<file path="src/shared/or_ret_defs.svh">
/*
 * Constants for the OR / return / rotate execution slice: widths,
 * reset values and cycle counts. Assumes nothing; definitions only.
 */
`ifndef OR_RET_DEFS_SVH
`define OR_RET_DEFS_SVH

`define DATA_W 8
`define MADDR_W 8
`define PC_W_DEF 12
`define ACC_RST 8'h00
`define ZERO_RST 1'b0
`define ROT_MSB 3'h7
`define ROT_LSB 3'h0
`define EXIT_CYCLES 2

`endif

</file>
<file path="src/shared/or_ret_pkg.sv">
/*
 * Types shared by the execution slice and its surroundings: the decoded
 * operation code and the instruction carrier. Assumes or_ret_defs.svh.
 */
`include "or_ret_defs.svh"

package or_ret_pkg;

	// Decoded operations handled by this slice
	typedef enum logic [2:0] {
		idle_op,
		or_from_memory,
		or_immediate,
		or_to_memory,
		subroutine_exit,
		exit_with_literal,
		interrupt_exit,
		rotate_left
	} op_t;

	// One decoded instruction as handed over by the decode path
	typedef struct packed {
		op_t op;
		logic [`DATA_W-1:0] imm;
		logic [`MADDR_W-1:0] addr;
	} instr_t;

endpackage

</file>
<file path="src/logic/or_return_rotate_exec.sv">
/*
 * Execution slice for idle, OR, return and rotate-left operations.
 * Assumes data memory reads combinationally on the same clock, the
 * return stack shows its top entry combinationally, and the fetch path
 * honours pc_load and irq_service in the cycle they are high.
 */
// Contract
// - idle_op changes no data, register or flag; execution moves on.
// - OR from memory: working_register |= [m]; zero flag follows result.
// - OR immediate: working_register |= literal; zero flag follows result.
// - or_to_memory: [m] = working_register | [m]; zero flag updated.
// - subroutine_exit pops return address into PC, flags untouched.
// - Exit with literal pops PC and loads literal into working_register.
// - interrupt_exit pops PC and sets global_irq_enable; flags untouched.
// - Pending interrupt at interrupt_exit is serviced before main program.
// - rotate_left: [m] rotated left one bit, bit 7 to bit 0; no flags.
`timescale 1ns/1ps
`include "or_ret_defs.svh"

module or_return_rotate_exec
	import or_ret_pkg::*;
#(
	parameter int PC_W = `PC_W_DEF
) (
	input wire logic clk, // Core clock
	input wire logic resetn, // Asynchronous reset, active low
	input wire logic instr_valid, // Decoded instruction offered
	input wire instr_t instr, // Decoded instruction
	output logic instr_ready, // Slice accepts an instruction
	output logic [`MADDR_W-1:0] mem_raddr, // Data memory read address
	input wire logic [`DATA_W-1:0] mem_rdata, // Data memory read data
	output logic mem_we, // Data memory write strobe
	output logic [`MADDR_W-1:0] mem_waddr, // Data memory write address
	output logic [`DATA_W-1:0] mem_wdata, // Data memory write data
	input wire logic [PC_W-1:0] stack_top, // Top of return stack
	output logic stack_pop, // Pop return stack
	output logic pc_load, // Load program counter
	output logic [PC_W-1:0] pc_value, // New program counter
	input wire logic irq_pending, // Interrupt request waiting
	output logic global_irq_enable_set, // Set global_irq_enable
	output logic irq_service, // Enter pending interrupt now
	output logic [`DATA_W-1:0] working_register, // Working register
	output logic zero_flag // Zero flag
);

	////////////////////////////////////////////////////////////////////
	// Parameter checks, refused while the design is elaborated
	if (PC_W < 1 || PC_W > 16) begin : g_pc_w_check
		$error("PC_W must be between 1 and 16");
	end

	////////////////////////////////////////////////////////////////////
	// State
	typedef enum logic {st_run, st_dummy} phase_t;

	typedef struct packed {
		phase_t phase;
		logic [`DATA_W-1:0] acc;
		logic zero;
		logic we;
		logic [`MADDR_W-1:0] waddr;
		logic [`DATA_W-1:0] wdata;
		logic pop;
		logic load;
		logic [PC_W-1:0] pc;
		logic gie_set;
		logic irq_go;
	} state_t;

	state_t state_reg;
	state_t state_next;
	logic take;
	logic [`DATA_W-1:0] or_mem;
	logic [`DATA_W-1:0] rot;

	// Instructions are accepted only outside the dummy cycle
	assign instr_ready = (state_reg.phase == st_run);
	assign take = instr_valid && instr_ready;
	assign mem_raddr = instr.addr;
	assign or_mem = state_reg.acc | mem_rdata;
	assign rot = {mem_rdata[`ROT_MSB-3'h1:`ROT_LSB], mem_rdata[`ROT_MSB]};

	////////////////////////////////////////////////////////////////////
	// Next-state logic
	always_comb begin
		state_next = state_reg;
		state_next.phase = st_run;
		state_next.we = 1'b0;
		state_next.pop = 1'b0;
		state_next.load = 1'b0;
		state_next.gie_set = 1'b0;
		state_next.irq_go = 1'b0;
		if (take) begin
			unique case (instr.op)
				idle_op: begin
				end
				or_from_memory: begin
					state_next.acc = or_mem;
					state_next.zero = (or_mem == '0);
				end
				or_immediate: begin
					state_next.acc = state_reg.acc | instr.imm;
					state_next.zero = ((state_reg.acc | instr.imm) == '0);
				end
				// OR written back to memory; the write lands in the
				// next cycle, so a dummy cycle keeps a following read fresh
				or_to_memory: begin
					state_next.phase = st_dummy;
					state_next.we = 1'b1;
					state_next.waddr = instr.addr;
					state_next.wdata = or_mem;
					state_next.zero = (or_mem == '0);
				end
				rotate_left: begin
					state_next.phase = st_dummy;
					state_next.we = 1'b1;
					state_next.waddr = instr.addr;
					state_next.wdata = rot;
				end
				// literal also lands in working register
				// a pending request is entered in the dummy cycle
				// dummy cycle while the PC is reloaded
				subroutine_exit, exit_with_literal, interrupt_exit: begin
					state_next.phase = st_dummy;
					state_next.pop = 1'b1;
					state_next.load = 1'b1;
					state_next.pc = stack_top;
					if (instr.op == exit_with_literal) begin
						state_next.acc = instr.imm;
					end
					if (instr.op == interrupt_exit) begin
						state_next.gie_set = 1'b1;
						state_next.irq_go = irq_pending;
					end
				end
			endcase
		end
	end

	////////////////////////////////////////////////////////////////////
	// State register
	always_ff @(posedge clk or negedge resetn) begin
		if (!resetn) begin
			state_reg <= '{phase: st_run, acc: `ACC_RST, zero: `ZERO_RST,
				we: 1'b0, waddr: '0, wdata: '0, pop: 1'b0, load: 1'b0,
				pc: '0, gie_set: 1'b0, irq_go: 1'b0};
		end else begin
			state_reg <= state_next;
		end
	end

	// Outputs straight from the state flip-flops
	assign mem_we = state_reg.we;
	assign mem_waddr = state_reg.waddr;
	assign mem_wdata = state_reg.wdata;
	assign stack_pop = state_reg.pop;
	assign pc_load = state_reg.load;
	assign pc_value = state_reg.pc;
	assign global_irq_enable_set = state_reg.gie_set;
	assign irq_service = state_reg.irq_go;
	assign working_register = state_reg.acc;
	assign zero_flag = state_reg.zero;
endmodule // or_return_rotate_exec

</file>
<file path="config.mk">
export PLATFORM = sky130hd
export DESIGN_NAME = or_return_rotate_exec
export DESIGN_NICKNAME = d
export VERILOG_FILES = /design/src/shared/or_ret_pkg.sv /design/src/logic/or_return_rotate_exec.sv
export VERILOG_INCLUDE_DIRS = /design/src /design/src/shared
export SDC_FILE = /design/constraint.sdc
export NUM_CORES = 1
export LEC_CHECK = 0
export ABC_AREA = 1
export BUFFER_PORTS_ARGS = -buffer_cell sky130_fd_sc_hd__buf_2
export CAP_MARGIN = 20
export CORE_MARGIN = 1
export CORE_UTILIZATION = 44
export DETAILED_ROUTE_END_ITERATION = 8
export MAX_ROUTING_LAYER = met4
export PLACE_DENSITY = 0.75
export SLEW_MARGIN = 15
export SYNTH_ARGS = -nofsm -noshare
export SYNTH_HDL_FRONTEND = slang
export SYNTH_SLANG_ARGS = --single-unit
</file>
<file path="constraint.sdc">
create_clock -name clk -period 1.19 [get_ports clk]
set_input_delay 0.0595 -clock clk [delete_from_list [all_inputs] [get_ports clk]]
set_output_delay 0.0595 -clock clk [all_outputs]
set_load 0.03 [all_outputs]
</file>
==> results of run 1 <==
## critical path, stage by stage, from the launching register on
cell and delay, ps:
sky130_fd_sc_hd__dfrtp_1 400, sky130_fd_sc_hd__inv_4 70, sky130_fd_sc_hd__nand2_4 60, sky130_fd_sc_hd__nor2_4 100, sky130_fd_sc_hd__buf_12 160, sky130_fd_sc_hd__mux2_4 310
## cells by family after synthesis
logic type	synth area share, %
flip-flops	44.8
buffers and inverters	19.1
AO/OA/AOI/OAI	9.65
multiplexers	7.20
AND/OR/NAND/NOR	19.2
## layer usage
layer | wire, µm | vias to the layer above | GRT usage [%]
met5 | 0 | - | -
met2 | 2360 | 81 | 32.3
met3 | 353 | 2 | 3.75
met1 | 2200 | 853 | 22.9
li1 | - | 965 | -
met4 | 27 | 0 | 3.77
## final timing paths
check                      slack, ps                  end  cells after the start           from
hold / removal                    20         mem_waddr[4]                      3       instr[4]
min in group asynchronous        230  working_register[1]                      2         resetn
setup reg to reg                 -10          pc_value[4]                      5  state_reg[42]
setup / recovery                 -10          pc_value[4]                      5  state_reg[42]
hold reg to reg                  480         mem_waddr[0]                      2   mem_waddr[0]
max in group asynchronous        490         mem_wdata[4]                      3         resetn
## report_power, final
part | internal [µW] | switching [µW] | total, µW
Sequential | 1690 | 172 | 1860
Clock | 894 | 466 | 1360
Combinational | 639 | 1070 | 1700
Total | 3220 | 1700 | 4920
## repair_timing
| action | in CTS | in global routing |
|---|---|---|
| hold buffers | 15 | 3 |
| gates cloned | 0 | 0 |
| gates resized for setup | 1 | 13 |
| pin swaps | 0 | 1 |
| setup endpoints to repair | 12 | 22 |
| hold endpoints to repair | 29 | 3 |
## stage by stage
stage | utilization [%] | setup TNS (ps) | total power [µW] | worst slack, ps
final | 58.4 | -89.4 | 4920 | -12.1
after detailed placement | 51.2 | -110 | 3490 | -47.5
after CTS | 57.0 | -208 | 4910 | -47.8
after floorplan | - | -855 | 3320 | -95.0
after global routing | 58.4 | -508 | 5210 | -47.5
after global placement | 51.2 | -14.4 | 3470 | -5.04
## cells in the final DEF (no fill, tap or decap), drive strengths merged
cell type    count
nand3            4
or2              4
bufinv           2
nand2           65
nor2            32
mux2            12
dlygate4sd3     18
clkbuf           6
buf            103
inv             13
dfrtp           42
nor3b            1
o21ai           21
nand2b           1
a21oi           22
## layout make-up
| cell class | instances | area share, % |
|---|---|---|
| well taps | 70 | 2.94 |
| clock buffers | 6 | 2.77 |
| multi-input cells | 162 | 29.8 |
| repair buffers | 121 | 25.4 |
| flip-flops and latches | 42 | 35.3 |
| clock inverters | 2 | 2.02 |
| inverters | 13 | 1.72 |
==> insert_results.sql, run 1 <==
INSERT INTO impl_metrics (metric_group, metric, value, unit) VALUES
('synth', 'post_synth_instance_area', '2350', 'µm²'),
('clock_tree', 'tritoncts.num_buffers', '5', ''),
('die', 'ioPinCount', '94', ''),
('die', 'die_area', '5630', 'µm²'),
('final_layout', 'seq_area', '1050', 'µm²'),
('synth', 'synth.most_common_cell', 'sky130_fd_sc_hd__nand2_1', ''),
('final_layout', 'antenna_cells', '0', ''),
('detailed_routing', 'num_vias', '1901', ''),
('clock_tree', 'max-clock-path-buffers', '2', ''),
('synth', 'post_synth.cell_area_avg', '8.72', 'µm²'),
('die', 'die_height', '75.0', 'µm'),
('sta', 'clock-skew-final', '2.81', 'ps'),
('synth', 'ys_seq_area_share', '44.8', '%'),
('synth', 'post_synth_top_area_share', '44.8', '%'),
('synth', 'synthArstFlopShare', '100', '%'),
('detailed_routing', 'drc_errors', '0', ''),
('die', 'row_count', '26', ''),
('status', 'violations_in_the_final_reports', 'setup timing', ''),
('critical_path', 'critPathKind', 'reg2reg', ''),
('sta', 'timing_max_transition_violations_final', '0', ''),
('sta', 'slew_headroom', '72.6', '%'),
('global_route', 'antenna_found_initial', '0', ''),
('detailed_routing', 'drt_first_pass_iters', '4', ''),
('critical_path', 'cp_data_arrival_time', '1380', 'ps'),
('job', 'max_cap_viol_count', '0', ''),
('sta', 'holdWs', '16.3', 'ps'),
('critical_path', 'setup.worst_path.end_class', 'flop', ''),
('detailed_routing', 'post_drt_via_cell_ratio', '4.57', ''),
('synth', 'synth.yosys.warnings', '0', ''),
('synth', 'ys_top_cells_by_area', 'sky130_fd_sc_hd__dfrtp_1, sky130_fd_sc_hd__buf_4, sky130_fd_sc_hd__nand2_1', ''),
('placed_design', 'post_dp_cell_area', '2610', 'µm²'),
('critical_path', 'worst_setup_path_start_kind', 'flop', ''),
('synth', 'ys.flop_type', 'sky130_fd_sc_hd__dfrtp_1', ''),
('detailed_routing', 'final_antenna_net_count', '0', ''),
('synth', 'yosysUniqueCellTypes', '23', ''),
('sta', 'postLayoutSetupSlackWorst', '-12.1', 'ps'),
('final_layout', 'largest_register_ff_count', '12', ''),
('min_path', 'hp-class', 'in2reg', ''),
('final_layout', 'nNetsFinal', '388', ''),
('status', 'outcome', 'complete, but fails checks', ''),
('power', 'peakVddDrop', '0.873', 'mV'),
('synth', 'synth.net_count', '312', ''),
('global_route', 'grtUsageTotal', '18.8', '%'),
('placed_design', 'detailed_place_hpwl', '3650', 'µm'),
('final_layout', 'area_of_the_multi_input_gates', '890', 'µm²'),
('final_layout', 'nFillCells', '457', ''),
('global_route', 'grt_max_degree', '28', ''),
('sta', 'grt_setup_unrepaired', 'yes', ''),
('clock_tree', 'tritoncts_num_sinks', '42', ''),
('synth', 'synth.top_cells.by_count', 'sky130_fd_sc_hd__nand2_1, sky130_fd_sc_hd__buf_4, sky130_fd_sc_hd__dfrtp_1', ''),
('power', 'power.static_leakage', '0.00157', 'µW'),
('sta', 'timing_hold_violations_final', '0', ''),
('placed_design', 'buffer_ports.inserted', '93', ''),
('synth', 'synth.ff_latch_count', '42', ''),
('sta', 'report.final.setup_viol', '12', ''),
('final_layout', 'layout.cell_area.non_filler', '2980', 'µm²'),
('final_layout', 'layout-drive-gt1-share', '41.6', '%'),
('clock_tree', 'cts_tree', 'done', ''),
('critical_path', 'crit_required', '1370', 'ps'),
('global_route', 'via_count_of_the_first_global_routing_pass', '1782', ''),
('die', 'core_area', '5110', 'µm²'),
('power', 'power_density', '1650', 'nW/µm²'),
('global_route', 'overflow', '0', ''),
('clock_tree', 'postCtsSetupBuffers', '0', ''),
('sta', 'peak_freq', '832', 'MHz'),
('synth', 'synth_top_area_cell', 'sky130_fd_sc_hd__dfrtp_1', ''),
('clock_tree', 'clkTransAtPathRegs', '80', 'ps'),
('synth', 'synth_edf_count', '0', ''),
('die', 'floorplan.initialDensity', '45.9', '%'),
('global_route', 'grt_pass1_wl', '7710', 'µm'),
('final_layout', 'finish.cell_count_without_fillers', '416', '');
Note: power is estimated with default switching activity, not from simulation.
==> inputs of run 2 (changes only) <==
--- a/config.mk
+++ b/config.mk
@@ -12,7 +12,6 @@
 export CORE_MARGIN = 1
 export CORE_UTILIZATION = 44
 export DETAILED_ROUTE_END_ITERATION = 8
-export MAX_ROUTING_LAYER = met4
 export PLACE_DENSITY = 0.75
 export SLEW_MARGIN = 15
 export SYNTH_ARGS = -nofsm -noshare
==> insert_results.sql, run 2 (same netlist as run 1, synthesis figures left out) <==
INSERT INTO impl_metrics (metric_group, metric, value, unit) VALUES
('status', 'outcome', 'complete, but fails checks', ''),
('status', 'violations_in_the_final_reports', 'setup timing', ''),
('global_route', 'grt_max_degree', '28', ''),
('critical_path', 'max_fanout_on_critical_path', '13', ''),
('clock_tree', 'tritoncts.num_buffers', '5', ''),
('power', 'power_density', '1540', 'nW/µm²'),
('sta', 'clock-skew-final', '8.50', 'ps'),
('sta', 'totalNegativeSetupSlack', '-147', 'ps'),
('die', 'ioPinCount', '94', ''),
('sta', 'peak_freq', '824', 'MHz'),
('critical_path', 'instance_count_on_the_critical_path', '5', ''),
('final_layout', 'mostFrequentLayoutCells', 'sky130_fd_sc_hd__buf_2, sky130_fd_sc_hd__nand2_1, sky130_fd_sc_hd__dfrtp_1', ''),
('clock_tree', 'clkTransAtPathRegs', '80', 'ps'),
('detailed_routing', 'drt_first_iter_violations', '55', ''),
('detailed_routing', 'drt_first_pass_iters', '4', ''),
('critical_path', 'setup.worst_path.end_class', 'flop', ''),
('power', 'power.static_leakage', '0.00154', 'µW'),
('critical_path', 'cp_data_arrival_time', '1380', 'ps'),
('sta', 'slew_headroom', '71.4', '%'),
('critical_path', 'ff_to_ff_start', 'state_reg[42]', ''),
('sta', 'clock_period_minus_worst_slack', '1210', 'ps'),
('clock_tree', 'insertion_delay', '290', 'ps'),
('sta', 'worst_pin_slew', '429', 'ps'),
('critical_path', 'cp.buffers_inverters', '2', ''),
('clock_tree', 'cts_tree', 'done', ''),
('detailed_routing', 'post_drt_via_cell_ratio', '4.66', ''),
('critical_path', 'worstReg2RegEnd', 'pc_value[6]', ''),
('detailed_routing', 'totalWireLength', '4940', 'µm'),
('clock_tree', 'cts-root-buf', 'sky130_fd_sc_hd__clkbuf_8', ''),
('clock_tree', 'clock_tree.htree_level_count', '2', ''),
('detailed_routing', 'drc_errors', '0', ''),
('final_layout', 'final_util', '56.5', '%'),
('final_layout', 'layout-drive-gt1-share', '41.7', '%'),
('global_route', 'overflow', '0', ''),
('die', 'core_area', '5110', 'µm²'),
('global_route', 'via_count_of_the_first_global_routing_pass', '1729', ''),
('clock_tree', 'tritoncts_num_sinks', '42', ''),
('power', 'net-switching-power', '1680', 'µW'),
('final_layout', 'nNetsFinal', '385', ''),
('power', 'power.sequential.fraction', '41.6', '%'),
('critical_path', 'r2r.worst_path.cells', '5', ''),
('detailed_routing', 'drt-wirelength-per-cell', '12.0', 'µm'),
('final_layout', 'area_growth_syn_to_layout', '23.1', '%'),
('die', 'die_height', '75.0', 'µm'),
('min_path', 'hp-class', 'in2reg', ''),
('final_layout', 'antenna_cells', '0', ''),
('final_layout', 'layout.cells.most_common', 'sky130_fd_sc_hd__buf_2', ''),
('critical_path', 'crit_required', '1360', 'ps'),
('clock_tree', 'max-clock-path-buffers', '2', ''),
('placed_design', 'globalplace.congestion', '0.863', ''),
('critical_path', 'timing.critical_path.slowest_cell_delay', '400', 'ps'),
('power', 'switching_power_as_a_share_of_total_power', '37.7', '%'),
('critical_path', 'r2r_slack', '-20', 'ps'),
('critical_path', 'crit_path_cell_trace', 'inv_4, nand2_4, nor2_4, buf_12, mux2_4', ''),
('detailed_routing', 'final_antenna_net_count', '0', ''),
('power', 'peakVddDrop', '0.622', 'mV'),
('sta', 'final_min_period_over_clock_period', '102', '%'),
('die', 'floorplan.initialDensity', '45.9', '%'),
('job', 'max_cap_viol_count', '0', ''),
('critical_path', 'worst_setup_path_endpoint', 'pc_value[6]', ''),
('global_route', 'grtUsageTotal', '18.0', '%'),
('power', 'power_frac_clock', '20.6', '%'),
('sta', 'grt_setup_unrepaired', 'yes', ''),
('critical_path', 'worst_setup_path_start_kind', 'flop', ''),
('critical_path', 'crit_path_top_delay_cell', 'sky130_fd_sc_hd__dfrtp_1', ''),
('die', 'die_area', '5630', 'µm²'),
('critical_path', 'critical_path.startpoint', 'state_reg[42]', ''),
('sta', 'postLayoutSetupSlackWorst', '-23.9', 'ps'),
('placed_design', 'post-place-cells', '390', ''),
('sta', 'timing_max_transition_violations_final', '0', ''),
('die', 'chipWidth', '75.0', 'µm'),
('die', 'row_count', '26', ''),
('placed_design', 'detailed_place_hpwl', '3610', 'µm'),
('power', 'p_comb_share', '37.8', '%'),
('critical_path', 'critical-path-top-delay-family', 'flip-flops', ''),
('final_layout', 'largest_register_ff_count', '12', ''),
('placed_design', 'buffer_ports.inserted', '93', ''),
('clock_tree', 'postCtsSetupBuffers', '0', ''),
('sta', 'report.final.setup_viol', '12', ''),
('global_route', 'antenna_found_initial', '0', ''),
('power', 'internal_power', '2780', 'µW'),
('detailed_routing', 'num_vias', '1925', ''),
('placed_design', 'preCtsSetupSlack', '-45.6', 'ps'),
('critical_path', 'critPathKind', 'reg2reg', ''),
('global_route', 'grt_pass1_wl', '7630', 'µm'),
('sta', 'timing_hold_violations_final', '0', ''),
('final_layout', 'finish.cell_count_without_fillers', '413', '');
## run 2: area by class of cell
class | count | area [µm²]
fillers | 476 | 2220
flip-flops and latches | 42 | 1050
multi-input cells | 162 | 878
repair buffers | 118 | 728
well taps | 70 | 87.6
clock buffers | 7 | 86.3
inverters | 13 | 51.3
clock inverters | 1 | 5.00
## run 2: worst register-to-register path: cells and delay by family, from the launching register on
kind	cells	cell delay, ps
buf+inv	2	230
flops	1	400
simple gates	2	160
mux	1	310
## run 2: per-layer routing
layer	routed length, µm	track usage, %	part of all wire [%]
met5	0	0	0
met4	35	3.77	0.71
met3	315	3.75	6.4
met2	2390	32.7	48
met1	2210	21.9	45
## run 2: what timing repair did
action	CTS	global route
hold buffers	14	1
gates resized for setup	3	8
endpoints found under the hold margin	28	1
setup endpoints to repair	12	23
## run 2: how the worst min path moves through the flow
stage / startpoint / cells after the start / slack (ps) / end
global route: stack_top[10] / 2 / 0.7 / pc_value[10]
detailed placement: resetn / 1 / 20 / working_register[1]
CTS: stack_top[8] / 2 / 0.6 / pc_value[8]
global placement: resetn / 1 / 10 / working_register[1]
floorplan: resetn / 0 / -240 / global_irq_enable_set
finish: stack_top[8] / 2 / 10 / pc_value[8]
## run 2: power by group through the flow
stage / Clock [µW] / Combinational, µW / Sequential (µW)
2_1_floorplan: 0 / 1460 / 1860
3_3_place_gp: 0 / 1610 / 1870
3_5_place_dp: 0 / 1620 / 1870
4_1_cts: 957 / 1680 / 1840
5_1_grt: 999 / 1840 / 1890
6_report: 918 / 1690 / 1850
## run 2: per-stage QoR
| stage | total power [µW] | hold WS (ps) | instance area [µm²] |
|---|---|---|---|
| CTS | 4480 | 0.600 | 2860 |
| detailed placement | 3490 | 21.5 | 2610 |
| global placement | 3470 | 10.1 | 2610 |
| floorplan | 3320 | -236 | 2350 |
| finish | 4460 | 10.3 | 2890 |
| global route | 4730 | 0.695 | 2890 |
